===== config.mk =====
export PLATFORM = sky130hd
export DESIGN_NAME = eps_sequencer
export DESIGN_NICKNAME = d
export VERILOG_FILES = /design/src/eps_pkg.sv /design/src/eps_tmr_if.sv /design/src/eps_sequencer.sv /design/src/eps_timer.sv
export SDC_FILE = /design/constraint.sdc
export NUM_CORES = 1
export LEC_CHECK = 0
export BUFFER_PORTS_ARGS = -buffer_cell sky130_fd_sc_hd__clkbuf_2
export CAP_MARGIN = 20
export CORE_ASPECT_RATIO = 0.7
export CORE_UTILIZATION = 58
export DETAILED_ROUTE_END_ITERATION = 12
export GPL_ROUTABILITY_DRIVEN = 0
export PLACE_DENSITY_LB_ADDON = 0.25
export SLEW_MARGIN = 15
export SYNTH_ARGS = -nofsm -noshare
export SYNTH_HDL_FRONTEND = slang
export SYNTH_HIERARCHICAL = 1
export SYNTH_SLANG_ARGS = --single-unit

===== constraint.sdc =====
create_clock -name pclk -period 2.9 [get_ports pclk]
set_clock_uncertainty 0.2 [all_clocks]
set_input_delay 0.145 -clock pclk [delete_from_list [all_inputs] [get_ports pclk]]
set_output_delay 0.145 -clock pclk [all_outputs]
set_load 0.05 [all_outputs]

===== src/eps_pkg.sv =====
package eps_pkg;

  ////////////////////////////////////////////////////////////////////////////
  // Clock and timing
  localparam int CLK_HZ = 25000000;
  localparam int CYC_PER_US = CLK_HZ / 1000000;
  // Per-byte programming pulse, typical figure
  localparam int PGM_PULSE_US = 5000;
  // Per-byte read settle, sized so a full verify pass takes about 4 s
  localparam int READ_SETTLE_US = 3600;
  // Half period of the fail blink, 4 Hz blink
  localparam int BLINK_HALF_MS = 125;
  // Self-test fault flash duration
  localparam int FAULT_FLASH_MS = 4000;
  localparam int PGM_PULSE_CYC = PGM_PULSE_US * CYC_PER_US;
  localparam int READ_SETTLE_CYC = READ_SETTLE_US * CYC_PER_US;
  localparam int BLINK_HALF_CYC = BLINK_HALF_MS * 1000 * CYC_PER_US;
  localparam int FAULT_FLASH_CYC = FAULT_FLASH_MS * 1000 * CYC_PER_US;

  ////////////////////////////////////////////////////////////////////////////
  // Source image map
  localparam logic [10:0] ADDR_OPT_FIRST = 11'h012;
  localparam logic [10:0] ADDR_DATA_LAST = 11'h05f;
  localparam logic [10:0] ADDR_PROG_FIRST = 11'h400;
  localparam logic [10:0] ADDR_PROG_LAST = 11'h7f7;
  localparam logic [10:0] ADDR_VEC_FIRST = 11'h7fc;
  localparam logic [10:0] ADDR_LAST = 11'h7ff;
  localparam logic [11:0] TGT_PROG_OFFSET = 12'h800;
  localparam logic [7:0] BLANK_VALUE = 8'h00;
  localparam logic [7:0] TEST_SEED = 8'h01;
  localparam logic [2:0] TEST_LAST_STEP = 3'h7;

  ////////////////////////////////////////////////////////////////////////////
  // Register map (byte addresses) and fields
  localparam logic [7:0] REG_CTRL = 8'h00;
  localparam logic [7:0] REG_STATUS = 8'h04;
  localparam logic [7:0] REG_INT_STAT = 8'h08;
  localparam logic [7:0] REG_INT_CLR = 8'h0c;
  localparam logic [7:0] REG_INT_EN = 8'h10;
  localparam int CTRL_START_BIT = 0;
  localparam int CTRL_MODE_LSB = 1;
  localparam int INT_DONE_BIT = 0;
  localparam int INT_FAIL_BIT = 1;
  localparam logic [1:0] INT_EN_RESET = 2'h0;

  ////////////////////////////////////////////////////////////////////////////
  // Modes, coded {mode_select_high, mode_select_low}
  typedef enum logic [1:0] {
    MODE_TEST = 2'b00,
    MODE_BLANK = 2'b01,
    MODE_PROG = 2'b10,
    MODE_VERIFY = 2'b11
  } eps_mode_t;

  // Sequencer states
  typedef enum logic [4:0] {
    ST_IDLE = 5'b00001,
    ST_ADDR = 5'b00010,
    ST_READ = 5'b00100,
    ST_PULSE = 5'b01000,
    ST_EVAL = 5'b10000
  } eps_state_t;

endpackage


===== src/eps_tmr_if.sv =====
`timescale 1ns/100ps
`default_nettype none

// Start and expiry of one down-counting timer
interface eps_tmr_if;
  logic start;
  logic [31:0] load;
  logic expired;
  logic busy;
  modport ctl (output start, output load, input expired, input busy);
  modport tmr (input start, input load, output expired, output busy);
endinterface

`default_nettype wire


===== src/eps_sequencer.sv =====
// Implementation choices: the address map and register access over APB.
`timescale 1ns/100ps
`default_nettype none

module eps_sequencer #(
  parameter int PGM_PULSE_CYC = eps_pkg::PGM_PULSE_CYC,
  parameter int READ_SETTLE_CYC = eps_pkg::READ_SETTLE_CYC,
  parameter int BLINK_HALF_CYC = eps_pkg::BLINK_HALF_CYC,
  parameter int FAULT_FLASH_CYC = eps_pkg::FAULT_FLASH_CYC
) (
  // Clock and reset
  input wire logic pclk,
  input wire logic presetn,
  // APB slave
  input wire logic [7:0] paddr,
  input wire logic psel,
  input wire logic penable,
  input wire logic pwrite,
  input wire logic [31:0] pwdata,
  output logic [31:0] prdata,
  output logic pready,
  output logic pslverr,
  // Interrupt
  output logic irq,
  // Operator switches
  input wire logic mode_select_high,
  input wire logic mode_select_low,
  input wire logic restart_switch,
  // Source EPROM
  output logic [10:0] src_addr,
  output logic src_rd,
  input wire logic [7:0] src_data,
  // Target socket
  output logic [11:0] tgt_addr,
  output logic [7:0] tgt_wdata,
  output logic tgt_data_oe,
  output logic tgt_rd,
  output logic tgt_pgm,
  input wire logic [7:0] tgt_rdata,
  // Indicators
  output logic led_blank,
  output logic led_program,
  output logic led_verify
);

  typedef struct packed {
    eps_pkg::eps_state_t state;
    eps_pkg::eps_mode_t mode;
    logic [10:0] addr;
    logic [2:0] step;
    logic written;
    logic fail;
    logic done;
    logic flash_on;
    logic blink;
    logic sw_prev;
    logic [1:0] int_stat;
    logic [1:0] int_en;
    logic [31:0] prdata;
    logic pslverr;
    logic [7:0] wdata;
    logic rd;
    logic oe;
    logic pgm;
    logic [2:0] leds;
    logic tmr_start;
    logic [31:0] tmr_load;
  } eps_st_t;

  eps_st_t s_reg;
  eps_st_t s_next;

  eps_tmr_if step_tmr ();
  eps_tmr_if blink_tmr ();

  logic release_evt;
  logic sw_start;
  logic go;
  eps_pkg::eps_mode_t go_mode;
  logic apb_wr;
  logic apb_setup;
  logic [7:0] expect_byte;
  logic bad;
  logic last_addr;
  logic [10:0] addr_step;
  logic [1:0] ev;
  logic [1:0] clr;
  logic res_lit;

  ////////////////////////////////////////////////////////////////////////////
  // Byte timer and free running blink timer
  eps_timer u_step_tmr (
    .pclk(pclk),
    .presetn(presetn),
    .t(step_tmr.tmr)
  );

  eps_timer u_blink_tmr (
    .pclk(pclk),
    .presetn(presetn),
    .t(blink_tmr.tmr)
  );

  assign step_tmr.start = s_reg.tmr_start;
  assign step_tmr.load = s_reg.tmr_load;
  assign blink_tmr.start = !blink_tmr.busy;
  assign blink_tmr.load = 32'(BLINK_HALF_CYC);

  ////////////////////////////////////////////////////////////////////////////
  // Start sources and bus strobes
  assign apb_setup = psel && !penable;
  assign apb_wr = psel && penable && pwrite;
  assign release_evt = s_reg.sw_prev && !restart_switch;
  assign sw_start = apb_wr && (paddr == eps_pkg::REG_CTRL) &&
                    pwdata[eps_pkg::CTRL_START_BIT];
  assign go = release_evt || sw_start;
  assign clr = (apb_wr && (paddr == eps_pkg::REG_INT_CLR)) ?
               pwdata[1:0] : 2'h0;

  // Mode decode, switch release wins over a software start
  always_comb begin
    if (release_evt) begin
      go_mode = eps_pkg::eps_mode_t'({mode_select_high,
                                      mode_select_low});
    end else begin
      go_mode = eps_pkg::eps_mode_t'(pwdata[eps_pkg::CTRL_MODE_LSB +: 2]);
    end
  end

  ////////////////////////////////////////////////////////////////////////////
  // Walk over the image areas, skipping the gaps
  always_comb begin
    if (s_reg.addr == eps_pkg::ADDR_DATA_LAST) begin
      addr_step = eps_pkg::ADDR_PROG_FIRST;
    end else if (s_reg.addr == eps_pkg::ADDR_PROG_LAST) begin
      addr_step = eps_pkg::ADDR_VEC_FIRST;
    end else begin
      addr_step = 11'(s_reg.addr + 11'h001);
    end
  end

  assign last_addr = (s_reg.addr == eps_pkg::ADDR_LAST);

  // Byte expected back from the target in each mode
  always_comb begin
    unique case (s_reg.mode)
      eps_pkg::MODE_TEST: expect_byte = eps_pkg::TEST_SEED << s_reg.step;
      eps_pkg::MODE_BLANK: expect_byte = eps_pkg::BLANK_VALUE;
      eps_pkg::MODE_PROG: expect_byte = s_reg.wdata;
      eps_pkg::MODE_VERIFY: expect_byte = src_data;
    endcase
  end

  assign bad = (tgt_rdata != expect_byte);

  ////////////////////////////////////////////////////////////////////////////
  // Sequencer, register file and indicators
  always_comb begin
    s_next = s_reg;
    s_next.tmr_start = 1'b0;
    s_next.sw_prev = restart_switch;
    ev = 2'h0;

    // Fault flash ends after its own time, blink phase toggles
    if (blink_tmr.expired) begin
      s_next.blink = !s_reg.blink;
    end
    if (s_reg.flash_on && step_tmr.expired &&
        (s_reg.state == eps_pkg::ST_IDLE)) begin
      s_next.flash_on = 1'b0;
    end

    unique case (s_reg.state)
      eps_pkg::ST_IDLE: begin
        s_next.rd = 1'b0;
        s_next.oe = 1'b0;
        s_next.pgm = 1'b0;
      end
      eps_pkg::ST_ADDR: begin
        // Present address, read both sides and let them settle
        s_next.rd = 1'b1;
        s_next.pgm = 1'b0;
        s_next.oe = (s_reg.mode == eps_pkg::MODE_TEST);
        if (s_reg.mode == eps_pkg::MODE_TEST) begin
          s_next.wdata = eps_pkg::TEST_SEED << s_reg.step;
        end
        s_next.tmr_start = 1'b1;
        s_next.tmr_load = 32'(READ_SETTLE_CYC);
        s_next.state = eps_pkg::ST_READ;
      end
      eps_pkg::ST_READ: begin
        if (step_tmr.expired) begin
          if ((s_reg.mode == eps_pkg::MODE_PROG) && !s_reg.written) begin
            // Option bytes and data go in as stored in the image
            s_next.wdata = src_data;
            s_next.pgm = 1'b1;
            s_next.oe = 1'b1;
            s_next.rd = 1'b0;
            s_next.tmr_start = 1'b1;
            s_next.tmr_load = 32'(PGM_PULSE_CYC);
            s_next.state = eps_pkg::ST_PULSE;
          end else begin
            s_next.state = eps_pkg::ST_EVAL;
          end
        end
      end
      eps_pkg::ST_PULSE: begin
        // Programmed byte is read back at once
        if (step_tmr.expired) begin
          s_next.pgm = 1'b0;
          s_next.oe = 1'b0;
          s_next.written = 1'b1;
          s_next.state = eps_pkg::ST_ADDR;
        end
      end
      eps_pkg::ST_EVAL: begin
        s_next.fail = s_reg.fail || bad;
        s_next.written = 1'b0;
        s_next.rd = 1'b0;
        s_next.oe = 1'b0;
        if ((s_reg.mode == eps_pkg::MODE_TEST) ?
            (s_reg.step == eps_pkg::TEST_LAST_STEP) : last_addr) begin
          s_next.done = 1'b1;
          s_next.state = eps_pkg::ST_IDLE;
          ev[eps_pkg::INT_DONE_BIT] = 1'b1;
          ev[eps_pkg::INT_FAIL_BIT] = s_reg.fail || bad;
          if ((s_reg.mode == eps_pkg::MODE_TEST) && (s_reg.fail || bad)) begin
            s_next.flash_on = 1'b1;
            s_next.tmr_start = 1'b1;
            s_next.tmr_load = 32'(FAULT_FLASH_CYC);
          end
        end else begin
          s_next.step = 3'(s_reg.step + 3'h1);
          s_next.addr = addr_step;
          s_next.state = eps_pkg::ST_ADDR;
        end
      end
    endcase

    // A new start abandons whatever runs and clears the held result
    if (go) begin
      s_next.mode = go_mode;
      s_next.addr = eps_pkg::ADDR_OPT_FIRST;
      s_next.step = 3'h0;
      s_next.written = 1'b0;
      s_next.fail = 1'b0;
      s_next.done = 1'b0;
      s_next.flash_on = 1'b0;
      s_next.pgm = 1'b0;
      s_next.oe = 1'b0;
      s_next.state = eps_pkg::ST_ADDR;
    end

    // Indicators: steady on pass, blinking on fail (self test blinks only during the fault flash), dark while busy
    res_lit = s_reg.done && (!s_reg.fail || s_reg.blink);
    s_next.leds = 3'h0;
    unique case (s_reg.mode)
      eps_pkg::MODE_TEST: begin
        if (s_reg.done && (!s_reg.fail || (s_reg.flash_on && s_reg.blink))) begin
          s_next.leds = 3'h7;
        end
      end
      eps_pkg::MODE_BLANK: s_next.leds[0] = res_lit;
      eps_pkg::MODE_PROG: s_next.leds[1] = res_lit;
      eps_pkg::MODE_VERIFY: s_next.leds[2] = res_lit;
    endcase

    // Sticky events, a new event wins over a clear
    s_next.int_stat = (s_reg.int_stat & ~clr) | ev;
    if (apb_wr && (paddr == eps_pkg::REG_INT_EN)) begin
      s_next.int_en = pwdata[1:0];
    end

    // Read data and error prepared in the setup cycle
    if (apb_setup) begin
      s_next.pslverr = 1'b0;
      unique case (paddr)
        eps_pkg::REG_CTRL: s_next.prdata = 32'h0000_0000;
        eps_pkg::REG_STATUS: begin
          s_next.prdata = {15'h0000, s_reg.addr, s_reg.mode, s_reg.fail,
                           s_reg.done, s_reg.flash_on,
                           s_reg.state != eps_pkg::ST_IDLE};
        end
        eps_pkg::REG_INT_STAT: s_next.prdata = {30'h0, s_reg.int_stat};
        eps_pkg::REG_INT_CLR: s_next.prdata = 32'h0000_0000;
        eps_pkg::REG_INT_EN: s_next.prdata = {30'h0, s_reg.int_en};
        default: begin
          s_next.prdata = 32'h0000_0000;
          s_next.pslverr = 1'b1;
        end
      endcase
    end
  end

  // State register
  always_ff @(posedge pclk or negedge presetn) begin
    if (!presetn) begin
      s_reg <= '0;
      s_reg.state <= eps_pkg::ST_IDLE;
      s_reg.mode <= eps_pkg::MODE_TEST;
      s_reg.addr <= eps_pkg::ADDR_OPT_FIRST;
      s_reg.int_en <= eps_pkg::INT_EN_RESET;
    end else begin
      s_reg <= s_next;
    end
  end

  ////////////////////////////////////////////////////////////////////////////
  // Outputs
  assign pready = psel && penable;
  assign prdata = s_reg.prdata;
  assign pslverr = s_reg.pslverr && psel && penable;
  assign irq = |(s_reg.int_stat & s_reg.int_en);
  assign src_addr = s_reg.addr;
  assign src_rd = s_reg.rd;
  // Program area goes back up by the offset, data space maps straight
  assign tgt_addr = (s_reg.addr >= eps_pkg::ADDR_PROG_FIRST) ?
                    12'({1'b0, s_reg.addr} + eps_pkg::TGT_PROG_OFFSET) :
                    {1'b0, s_reg.addr};
  assign tgt_wdata = s_reg.wdata;
  assign tgt_data_oe = s_reg.oe;
  assign tgt_rd = s_reg.rd;
  assign tgt_pgm = s_reg.pgm;
  assign led_blank = s_reg.leds[0];
  assign led_program = s_reg.leds[1];
  assign led_verify = s_reg.leds[2];

endmodule

`default_nettype wire


===== src/eps_timer.sv =====
`timescale 1ns/100ps
`default_nettype none

module eps_timer (
  // Clock and reset
  input wire logic pclk,
  input wire logic presetn,
  // Control from the sequencer
  eps_tmr_if.tmr t
);

  typedef struct packed {
    logic [31:0] cnt;
    logic busy;
    logic expired;
  } eps_tmr_st_t;

  eps_tmr_st_t s_reg;
  eps_tmr_st_t s_next;

  ////////////////////////////////////////////////////////////////////////////
  // Expires load plus one cycles after start; start restarts at any time
  always_comb begin
    s_next = s_reg;
    s_next.expired = 1'b0;
    if (t.start) begin
      s_next.cnt = t.load;
      s_next.busy = 1'b1;
    end else if (s_reg.busy) begin
      if (s_reg.cnt <= 32'h0000_0001) begin
        s_next.cnt = 32'h0000_0000;
        s_next.busy = 1'b0;
        s_next.expired = 1'b1;
      end else begin
        s_next.cnt = s_reg.cnt - 32'h0000_0001;
      end
    end
  end

  // State register
  always_ff @(posedge pclk or negedge presetn) begin
    if (!presetn) begin
      s_reg <= '0;
    end else begin
      s_reg <= s_next;
    end
  end

  assign t.expired = s_reg.expired;
  assign t.busy = s_reg.busy;

endmodule

`default_nettype wire


After elaboration in Yosys (flattened, before gate mapping)
Index checks and enable logic that the tools add are counted. W data, S select, Z words.

Register bits: 179. Latch bits: 0. Memory bits (writable): 0. Memory bits (read-only): 0. Logic and storage cells: 169. Memories: 0.

Add/subtract/negate cells: 5. Multipliers: 0. Divide/modulo/power cells: 0. $lt $le $gt $ge: 3. Equal/unequal tests: 27. Shift-type cells: 1. Multiplexer cells: 52. Bitwise gates (word level): 4. Reductions and logical operators: 50.

Operators by type and width (number): $mux W33 (6); $pmux W33 S3 (1); $le A32 B1 Y1 const B (2); $mux W32 (2); $sub A32 B1 Y32 const B (2); $pmux W17 S3 (1); $mux W11 (4); $mux W34 (1); $pmux W8 S4 (1); $mux W14 (2); $mux W25 (1); $eq A11 B11 Y1 const B (2); $mux W2 (10); $pmux W5 S4 (1); $logic_and A1 B1 Y1 (17); $eq A8 B4 Y1 const B (2); $pmux W8 S2 (1); $mux W5 (3); $add A11 B12 Y12 const B (1); $mux W12 (1); $add A11 B1 Y11 const B (1); $eq A11 B7 Y1 const B (1); $ge A11 B11 Y1 const B (1); $ne A2 B2 Y1 const B (5); 40 further kinds (73).

Longest topological paths before layout
Gate-level depths: netlist of the first run.

Word-level depth: 9. Mapped depth: 10.

By module
The synthesis of the first run kept the hierarchy.

Modules (own cells, without submodules): eps_sequencer (times used 1, cells each 492, area each 4356.7 sq um, sequential area each 1780.5 sq um); eps_timer at u_blink_tmr (times used 1, cells each 260, area each 2268.4 sq um, sequential area each 850.8 sq um); eps_timer at u_step_tmr (times used 1, cells each 245, area each 2119.5 sq um, sequential area each 850.8 sq um).

Worst setup path after synthesis of the first run
No wires, ideal clock.

Kind: reg2reg. From: register u_step_tmr/s_reg[21] (netlist bit). To: register u_step_tmr/s_reg[11] (netlist bit). Arrival time: 2.334 ns. Data required time: 2.575 ns. Setup slack: 0.242 ns. Stages on the path, launching flop included: 8. Clock period less this slack: 2.658 ns. Path through: dfrtp_1 -> or4_4 -> or3_4 -> nor4_4 -> buf_6 -> o21ai_2 -> a32o_1 -> mux2_2.

Word-level cells in the longest chain between the ends: 4.

Ends and longest elaborated chain: start: declaration (RTL line eps_timer.sv:18) `eps_tmr_st_t s_reg;`; start signal: assignment (RTL line eps_timer.sv:45) `s_reg <= s_next;`; $le A32 B1 Y1 (RTL line eps_timer.sv:30) `if (s_reg.cnt <= 32'h0000_0001) begin`; $mux W32 (RTL line eps_timer.sv:30); $mux W34 (RTL line eps_timer.sv:29) `end else if (s_reg.busy) begin`; $mux W33 (RTL line eps_timer.sv:26) `if (t.start) begin`.

No other way between the ends. The select of a mux whose other input is x is not followed. A chain may end at the register's enable or synchronous reset.

Worst setup path in the final report of the first run
From: register u_step_tmr/s_reg[21] (netlist bit). To: register u_step_tmr/s_reg[24] (netlist bit).

Word-level cells in the longest chain between the ends: 4. Elaborated cells on any way between the ends: 5. Classes of those cells: 1 x add/sub; 1 x order compare; 3 x mux.

Ends and longest elaborated chain (RTL line): $sub A32 B1 Y32 or $le A32 B1 Y1 (tied branches) (eps_timer.sv:35, eps_timer.sv:30); $mux W32 * (eps_timer.sv:30); $mux W34 * (eps_timer.sv:29); $mux W33 * (eps_timer.sv:26).

Mark *: on every way between the ends. The rest lies on a longest branch, timed or not. The select of a mux whose other input is x is not followed.

==> impl_metrics.env, run 1 <==
export IMPL_outcome="finished, final reports clean"
export IMPL_post_dp_cell_area_mm2=0.00927
export IMPL_clk_pin_slew_worst_paths_ns=0.06
export IMPL_critPathKind="flip-flop to flip-flop"
export IMPL_cp_end_kind="flip-flop"
export IMPL_n_antenna_cell=0
export IMPL_cts_root_buffer="clkbuf_16"
export IMPL_worstPathRequired_ns=3.00
export IMPL_final_cell_area_mm2=0.0102
export IMPL_place_ws_ns=0.0844
export IMPL_tightest_slew_ns=0.852
export IMPL_area_growth_pct=16.2
export IMPL_cts_buffers=17
export IMPL_use_met2_pct=43.4
export IMPL_r2r_start="u_step_tmr/s_reg[21]"
export IMPL_grt_pass1_wl_mm=36.6
export IMPL_holdPathEnd="prdata[1]"
export IMPL_syn_area_mm2=0.00874
export IMPL_hold_path_startpoint="paddr[2]"
export IMPL_grt_antenna_before_repair=0
export IMPL_fmax_mhz=356
export IMPL_fin_crit_sh_pct=96.9
export IMPL_met1_usage_pct=44.0
export IMPL_via_per_inst=5.96
export IMPL_cp_max_fo=10
export IMPL_ios=137
export IMPL_nets=1188
export IMPL_hold_class="input pin to flip-flop"
export IMPL_synth_cell_types=92
export IMPL_firstDrtPassIters=5
export IMPL_ys_warn_count=6
export IMPL_detail_route_wl_per_cell_um=16.9
export IMPL_stdcell_count=1316
export IMPL_finalSetupViolations=0
export IMPL_grt_max_degree=74
export IMPL_final_cell_mix="dfrtp_1 (135), nand2_1 (123), clkbuf_2 (91)"
export IMPL_wirelength_mm=22.3
export IMPL_place_hpwl_mm=14.8
export IMPL_use_met3_pct=5.28
export IMPL_top_usage_layer="met1"
export IMPL_syn_avg_cell_area_um2=8.77
export IMPL_hold_depth=4
export IMPL_synth_edf_count=0
export IMPL_leakagePower_nw=4.40
export IMPL_die_area_mm2=0.0156
export IMPL_reg2reg_depth=6
export IMPL_grt_usage_pct=29.4
export IMPL_drive_gt1_share_pct=18.7
export IMPL_drc=0
export IMPL_rsz0062_at_grt="no"
export IMPL_clkSinkCount=139
export IMPL_die_y_um=105
export IMPL_ff2ff_setup_slack_ns=0.09
export IMPL_peakVddDrop_v=0.000595
export IMPL_finalHoldViolations=0
export IMPL_cellPowerDensity_mw_per_mm2=824
export IMPL_synth_async_reset_ratio_pct=100
export IMPL_dp_cells=1264
export IMPL_yosys_register_bits=139
export IMPL_r2r_end="u_step_tmr/s_reg[24]"
export IMPL_core_area_mm2=0.0147
export IMPL_final_min_clock_period_ns=2.81
export IMPL_ant_nets=0
export IMPL_rows=37
export IMPL_power_total_mw=8.37
export IMPL_max_slew_margin_pct=43.2
export IMPL_grt_ovfl_total=0
export IMPL_fin_hold_ws_ns=0.0627
export IMPL_cp_data_arrival_time_ns=2.91
export IMPL_drt_iter0_markers=715
export IMPL_layout_setup_ws_ns=0.0903
export IMPL_setup_tns_ns=0
export IMPL_final_common_cell="dfrtp_1"
export IMPL_io_buffers=92
export IMPL_maxCapViolCount=0
export IMPL_crit_path_start_kind="flip-flop"
export IMPL_synth_seq_area_share_pct=39.8
export IMPL_vias=7837
export IMPL_synth_cells=997
export IMPL_clockBufferDepth=2
export IMPL_initial_core_util_pct=59.4
export IMPL_ctsHtreeMaxLevel=4
export IMPL_cts_tree="built"
export IMPL_die_w_um=149
export IMPL_synth_flop_cell="dfrtp_1"
export IMPL_fin_util_pct=69.0
export IMPL_clock_latency_ns=0.43
export IMPL_slew_viol_final=0
export IMPL_grt_pass1_vias=7215
per-layer routing:
layer  part of all wire [%]  up-vias
met1                     47     3740
met2                     45      322
met4                    1.2        0
met5                      0        -
met3                    6.6       38
li1                       -     3737
where the power goes:
group	leakage [nW]	internal [mW]	switching [mW]
Sequential	1.72	2.41	0.642
Combinational	2.36	1.09	1.70
Clock	0.329	1.65	0.886
cell usage after synthesis (13+ instances only):
cell type / n / share of area, %
dfrtp_1: 136 / 39
nand2_1: 123 / 5.3
o21ai_0: 74 / 4.2
nor2_1: 73 / 3.1
buf_4: 64 / 5.5
a21oi_1: 45 / 2.6
nor3_1: 37 / 2.1
inv_1: 35 / 1.5
clkbuf_1: 33 / 1.4
nand3_1: 25 / 1.4
nor4_1: 23 / 1.6
ha_1: 16 / 2.3
o31ai_1: 16 / 1.4
xnor2_1: 14 / 1.4
and3_1: 13 / 0.93
nand4_1: 13 / 0.93
what timing repair did:
action | 4_1_cts | 5_1_grt
endpoints found under the setup margin | 0 | 8
gates resized for setup | 0 | 3
hold buffers | 19 | 0
buffers inserted | 0 | 0
endpoints found under the hold margin | 87 | 0
critical path: stages, from the launching register on:
cell and delay, ns:
dfrtp_1 0.38, or4_4 0.54, or3_4 0.42, o41a_1 0.56, nand2_1 0.16, nor2_1 0.07, a221o_1 0.36
cell families after synthesis:
| kind of cell | share of synthesized area (%) |
|---|---|
| XOR/XNOR | 2.10 |
| multiplexers | 1.96 |
| AO/OA/AOI/OAI | 19.5 |
| AND/OR/NAND/NOR | 24.5 |
| adder cells (fa/ha/maj) | 2.29 |
| buffers and inverters | 9.72 |
| flip-flops | 39.8 |
| other | 0.0859 |
worst max path at each step:
stage	from	endpoint	slack, ns	depth (start not counted)
3_3_place_gp	u_step_tmr/s_reg[21]	u_step_tmr/s_reg[11]	0.13	5
5_1_grt	u_step_tmr/s_reg[16]	u_step_tmr/s_reg[24]	0.005	6
2_1_floorplan	u_step_tmr/s_reg[21]	u_step_tmr/s_reg[11]	0.24	7
4_1_cts	u_step_tmr/s_reg[21]	u_step_tmr/s_reg[24]	0.07	6
3_5_place_dp	u_step_tmr/s_reg[21]	u_step_tmr/s_reg[24]	0.08	6
6_report	u_step_tmr/s_reg[21]	u_step_tmr/s_reg[24]	0.09	6
cell type report:
cell class / count / area, um^2
Sequential cell: 139 / 3480
Clock inverter: 13 / 236
Fill cell: 1099 / 4560
Multi-Input combinational cell: 766 / 4640
Inverter: 35 / 131
Timing Repair Buffer: 149 / 987
Clock buffer: 19 / 443
Tap cell: 195 / 244
Note: power is estimated with default switching activity, not from simulation.
==> run 2: changes to the inputs <==
- CTS_CLUSTER_DIAMETER: default -> 100
- RECOVER_POWER: default -> 25
==> impl_metrics.env, run 2 (synthesized netlist as in run 1, its figures left out) <==
export IMPL_drt_iter0_markers=715
export IMPL_die_w_um=149
export IMPL_leakagePower_nw=4.39
export IMPL_cp_max_fo=10
export IMPL_cts_tree="built"
export IMPL_clockBufferDepth=2
export IMPL_finalSetupViolations=0
export IMPL_fmax_mhz=356
export IMPL_place_hpwl_mm=14.8
export IMPL_cp_data_arrival_time_ns=2.91
export IMPL_detail_route_wl_per_cell_um=16.9
export IMPL_setup_tns_ns=0
export IMPL_worstPathRequired_ns=3.00
export IMPL_crit_path_start_kind="flip-flop"
export IMPL_initial_core_util_pct=59.4
export IMPL_nets=1188
export IMPL_drive_gt1_share_pct=18.6
export IMPL_peakVddDrop_v=0.000595
export IMPL_cp_end_kind="flip-flop"
export IMPL_via_per_inst=5.97
export IMPL_drc=0
export IMPL_cts_root_buffer="clkbuf_16"
export IMPL_maxCapViolCount=1
export IMPL_cts_buffers=17
export IMPL_grt_max_degree=74
export IMPL_slew_viol_final=72
export IMPL_die_area_mm2=0.0156
export IMPL_combPwrFrac_pct=33.3
export IMPL_cellPowerDensity_mw_per_mm2=824
export IMPL_ctsHtreeMaxLevel=4
export IMPL_clkPwrFrac_pct=30.3
export IMPL_power_total_mw=8.37
export IMPL_grt_antenna_before_repair=0
export IMPL_switchingPower_mw=3.23
export IMPL_io_buffers=92
export IMPL_area_growth_pct=16.1
export IMPL_finalHoldViolations=0
export IMPL_ios=137
export IMPL_final_common_cell="dfrtp_1"
export IMPL_clk_pin_slew_worst_paths_ns=0.06
export IMPL_rows=37
export IMPL_firstDrtPassIters=5
export IMPL_clkSinkCount=139
export IMPL_n_fill_cell=1101
export IMPL_layout_setup_ws_ns=0.0933
export IMPL_vias=7857
export IMPL_violations="max-capacitance violations, max-slew violations"
export IMPL_fin_crit_sh_pct=96.8
export IMPL_grt_pass1_wl_mm=36.6
export IMPL_switching_share_pct=38.6
export IMPL_place_ws_ns=0.0844
export IMPL_hold_class="input pin to flip-flop"
export IMPL_grt_ovfl_total=0
export IMPL_seqPwrFrac_pct=36.4
export IMPL_grt_usage_pct=29.4
export IMPL_max_slew_margin_pct=-30.4
export IMPL_clock_latency_ns=0.43
export IMPL_core_area_mm2=0.0147
export IMPL_rsz0062_at_grt="no"
export IMPL_die_y_um=105
export IMPL_final_cell_mix="dfrtp_1 (135), nand2_1 (123), clkbuf_2 (90)"
export IMPL_tightest_slew_ns=1.96
export IMPL_critPathKind="flip-flop to flip-flop"
export IMPL_power_internal_mw=5.14
export IMPL_outcome="complete, but fails checks"
export IMPL_n_antenna_cell=0
export IMPL_final_min_clock_period_ns=2.81
export IMPL_wirelength_mm=22.2
export IMPL_ant_nets=0
export IMPL_grt_pass1_vias=7215
==> run 2: cell count changes in the layout (fill, tap and decap cells not counted), sizes merged <==
cell    delta
clkbuf     +1
buf        -1
==> run 2: layout make-up <==
type	instances	area, um^2	area share (%)
Sequential cell	139	3480	34.3
Clock inverter	13	236	2.33
Multi-Input combinational cell	766	4640	45.7
Clock buffer	19	443	4.36
Timing Repair Buffer	149	978	9.64
Inverter	35	131	1.29
Tap cell	195	244	2.40
==> run 2: worst paths after layout <==
path	startpoint	endpoint	slack, ns	cells after the start
worst min-delay path	paddr[2]	prdata[1]	0.06	4
max in group asynchronous	presetn	step_tmr.start	0.59	2
min in group asynchronous	presetn	u_blink_tmr/s_reg[31]	0.59	2
worst max-delay path	u_step_tmr/s_reg[21]	u_step_tmr/s_reg[24]	0.09	6
worst min register to register	u_blink_tmr/t.expired	s_reg[85]	0.27	1
worst max register to register	u_step_tmr/s_reg[21]	u_step_tmr/s_reg[24]	0.09	6
==> run 2: what timing repair did <==
action,CTS,global route
resized for setup,0,3
hold endpoints to repair,87,0
buffers inserted,0,0
setup endpoints to repair,0,8
hold buffers,19,0
==> run 2: worst max-delay path, cell delays in order (launching register included) <==
cell,delay [ns]
dfrtp_1,0.38
or4_4,0.54
or3_4,0.42
o41a_1,0.56
nand2_1,0.16
nor2_1,0.07
a221o_1,0.36
==> run 2: per-stage QoR <==
step	utilization [%]	hold slack, ns	cells	instance area, um^2
2_1_floorplan	-	-0.351	1054	8960
3_3_place_gp	63.0	0.0248	1264	9270
3_5_place_dp	63.0	0.0229	1264	9270
4_1_cts	68.9	0.0104	1315	10100
5_1_grt	69.0	0.0948	1316	10200
6_report	69.0	0.0592	1316	10200
==> run 2: power by group through the flow <==
| stage | Sequential, mW | Clock (mW) | Combinational, mW |
|---|---|---|---|
| CTS | 3.02 | 2.56 | 2.76 |
| detailed placement | 3.04 | 0 | 2.69 |
| global placement | 3.03 | 0 | 2.62 |
| floorplan | 2.86 | 0 | 2.31 |
| finish | 3.05 | 2.54 | 2.79 |
| global route | 3.13 | 2.65 | 3.05 |
==> run 2: routing by layer <==
metal | track usage [%] | routed length (um) | up-vias
met5 | 0 | 0 | -
met4 | 8.02 | 246 | 0
met3 | 5.28 | 1470 | 34
met2 | 43.4 | 9960 | 335
met1 | 44.0 | 10500 | 3749
li1 | - | - | 3739
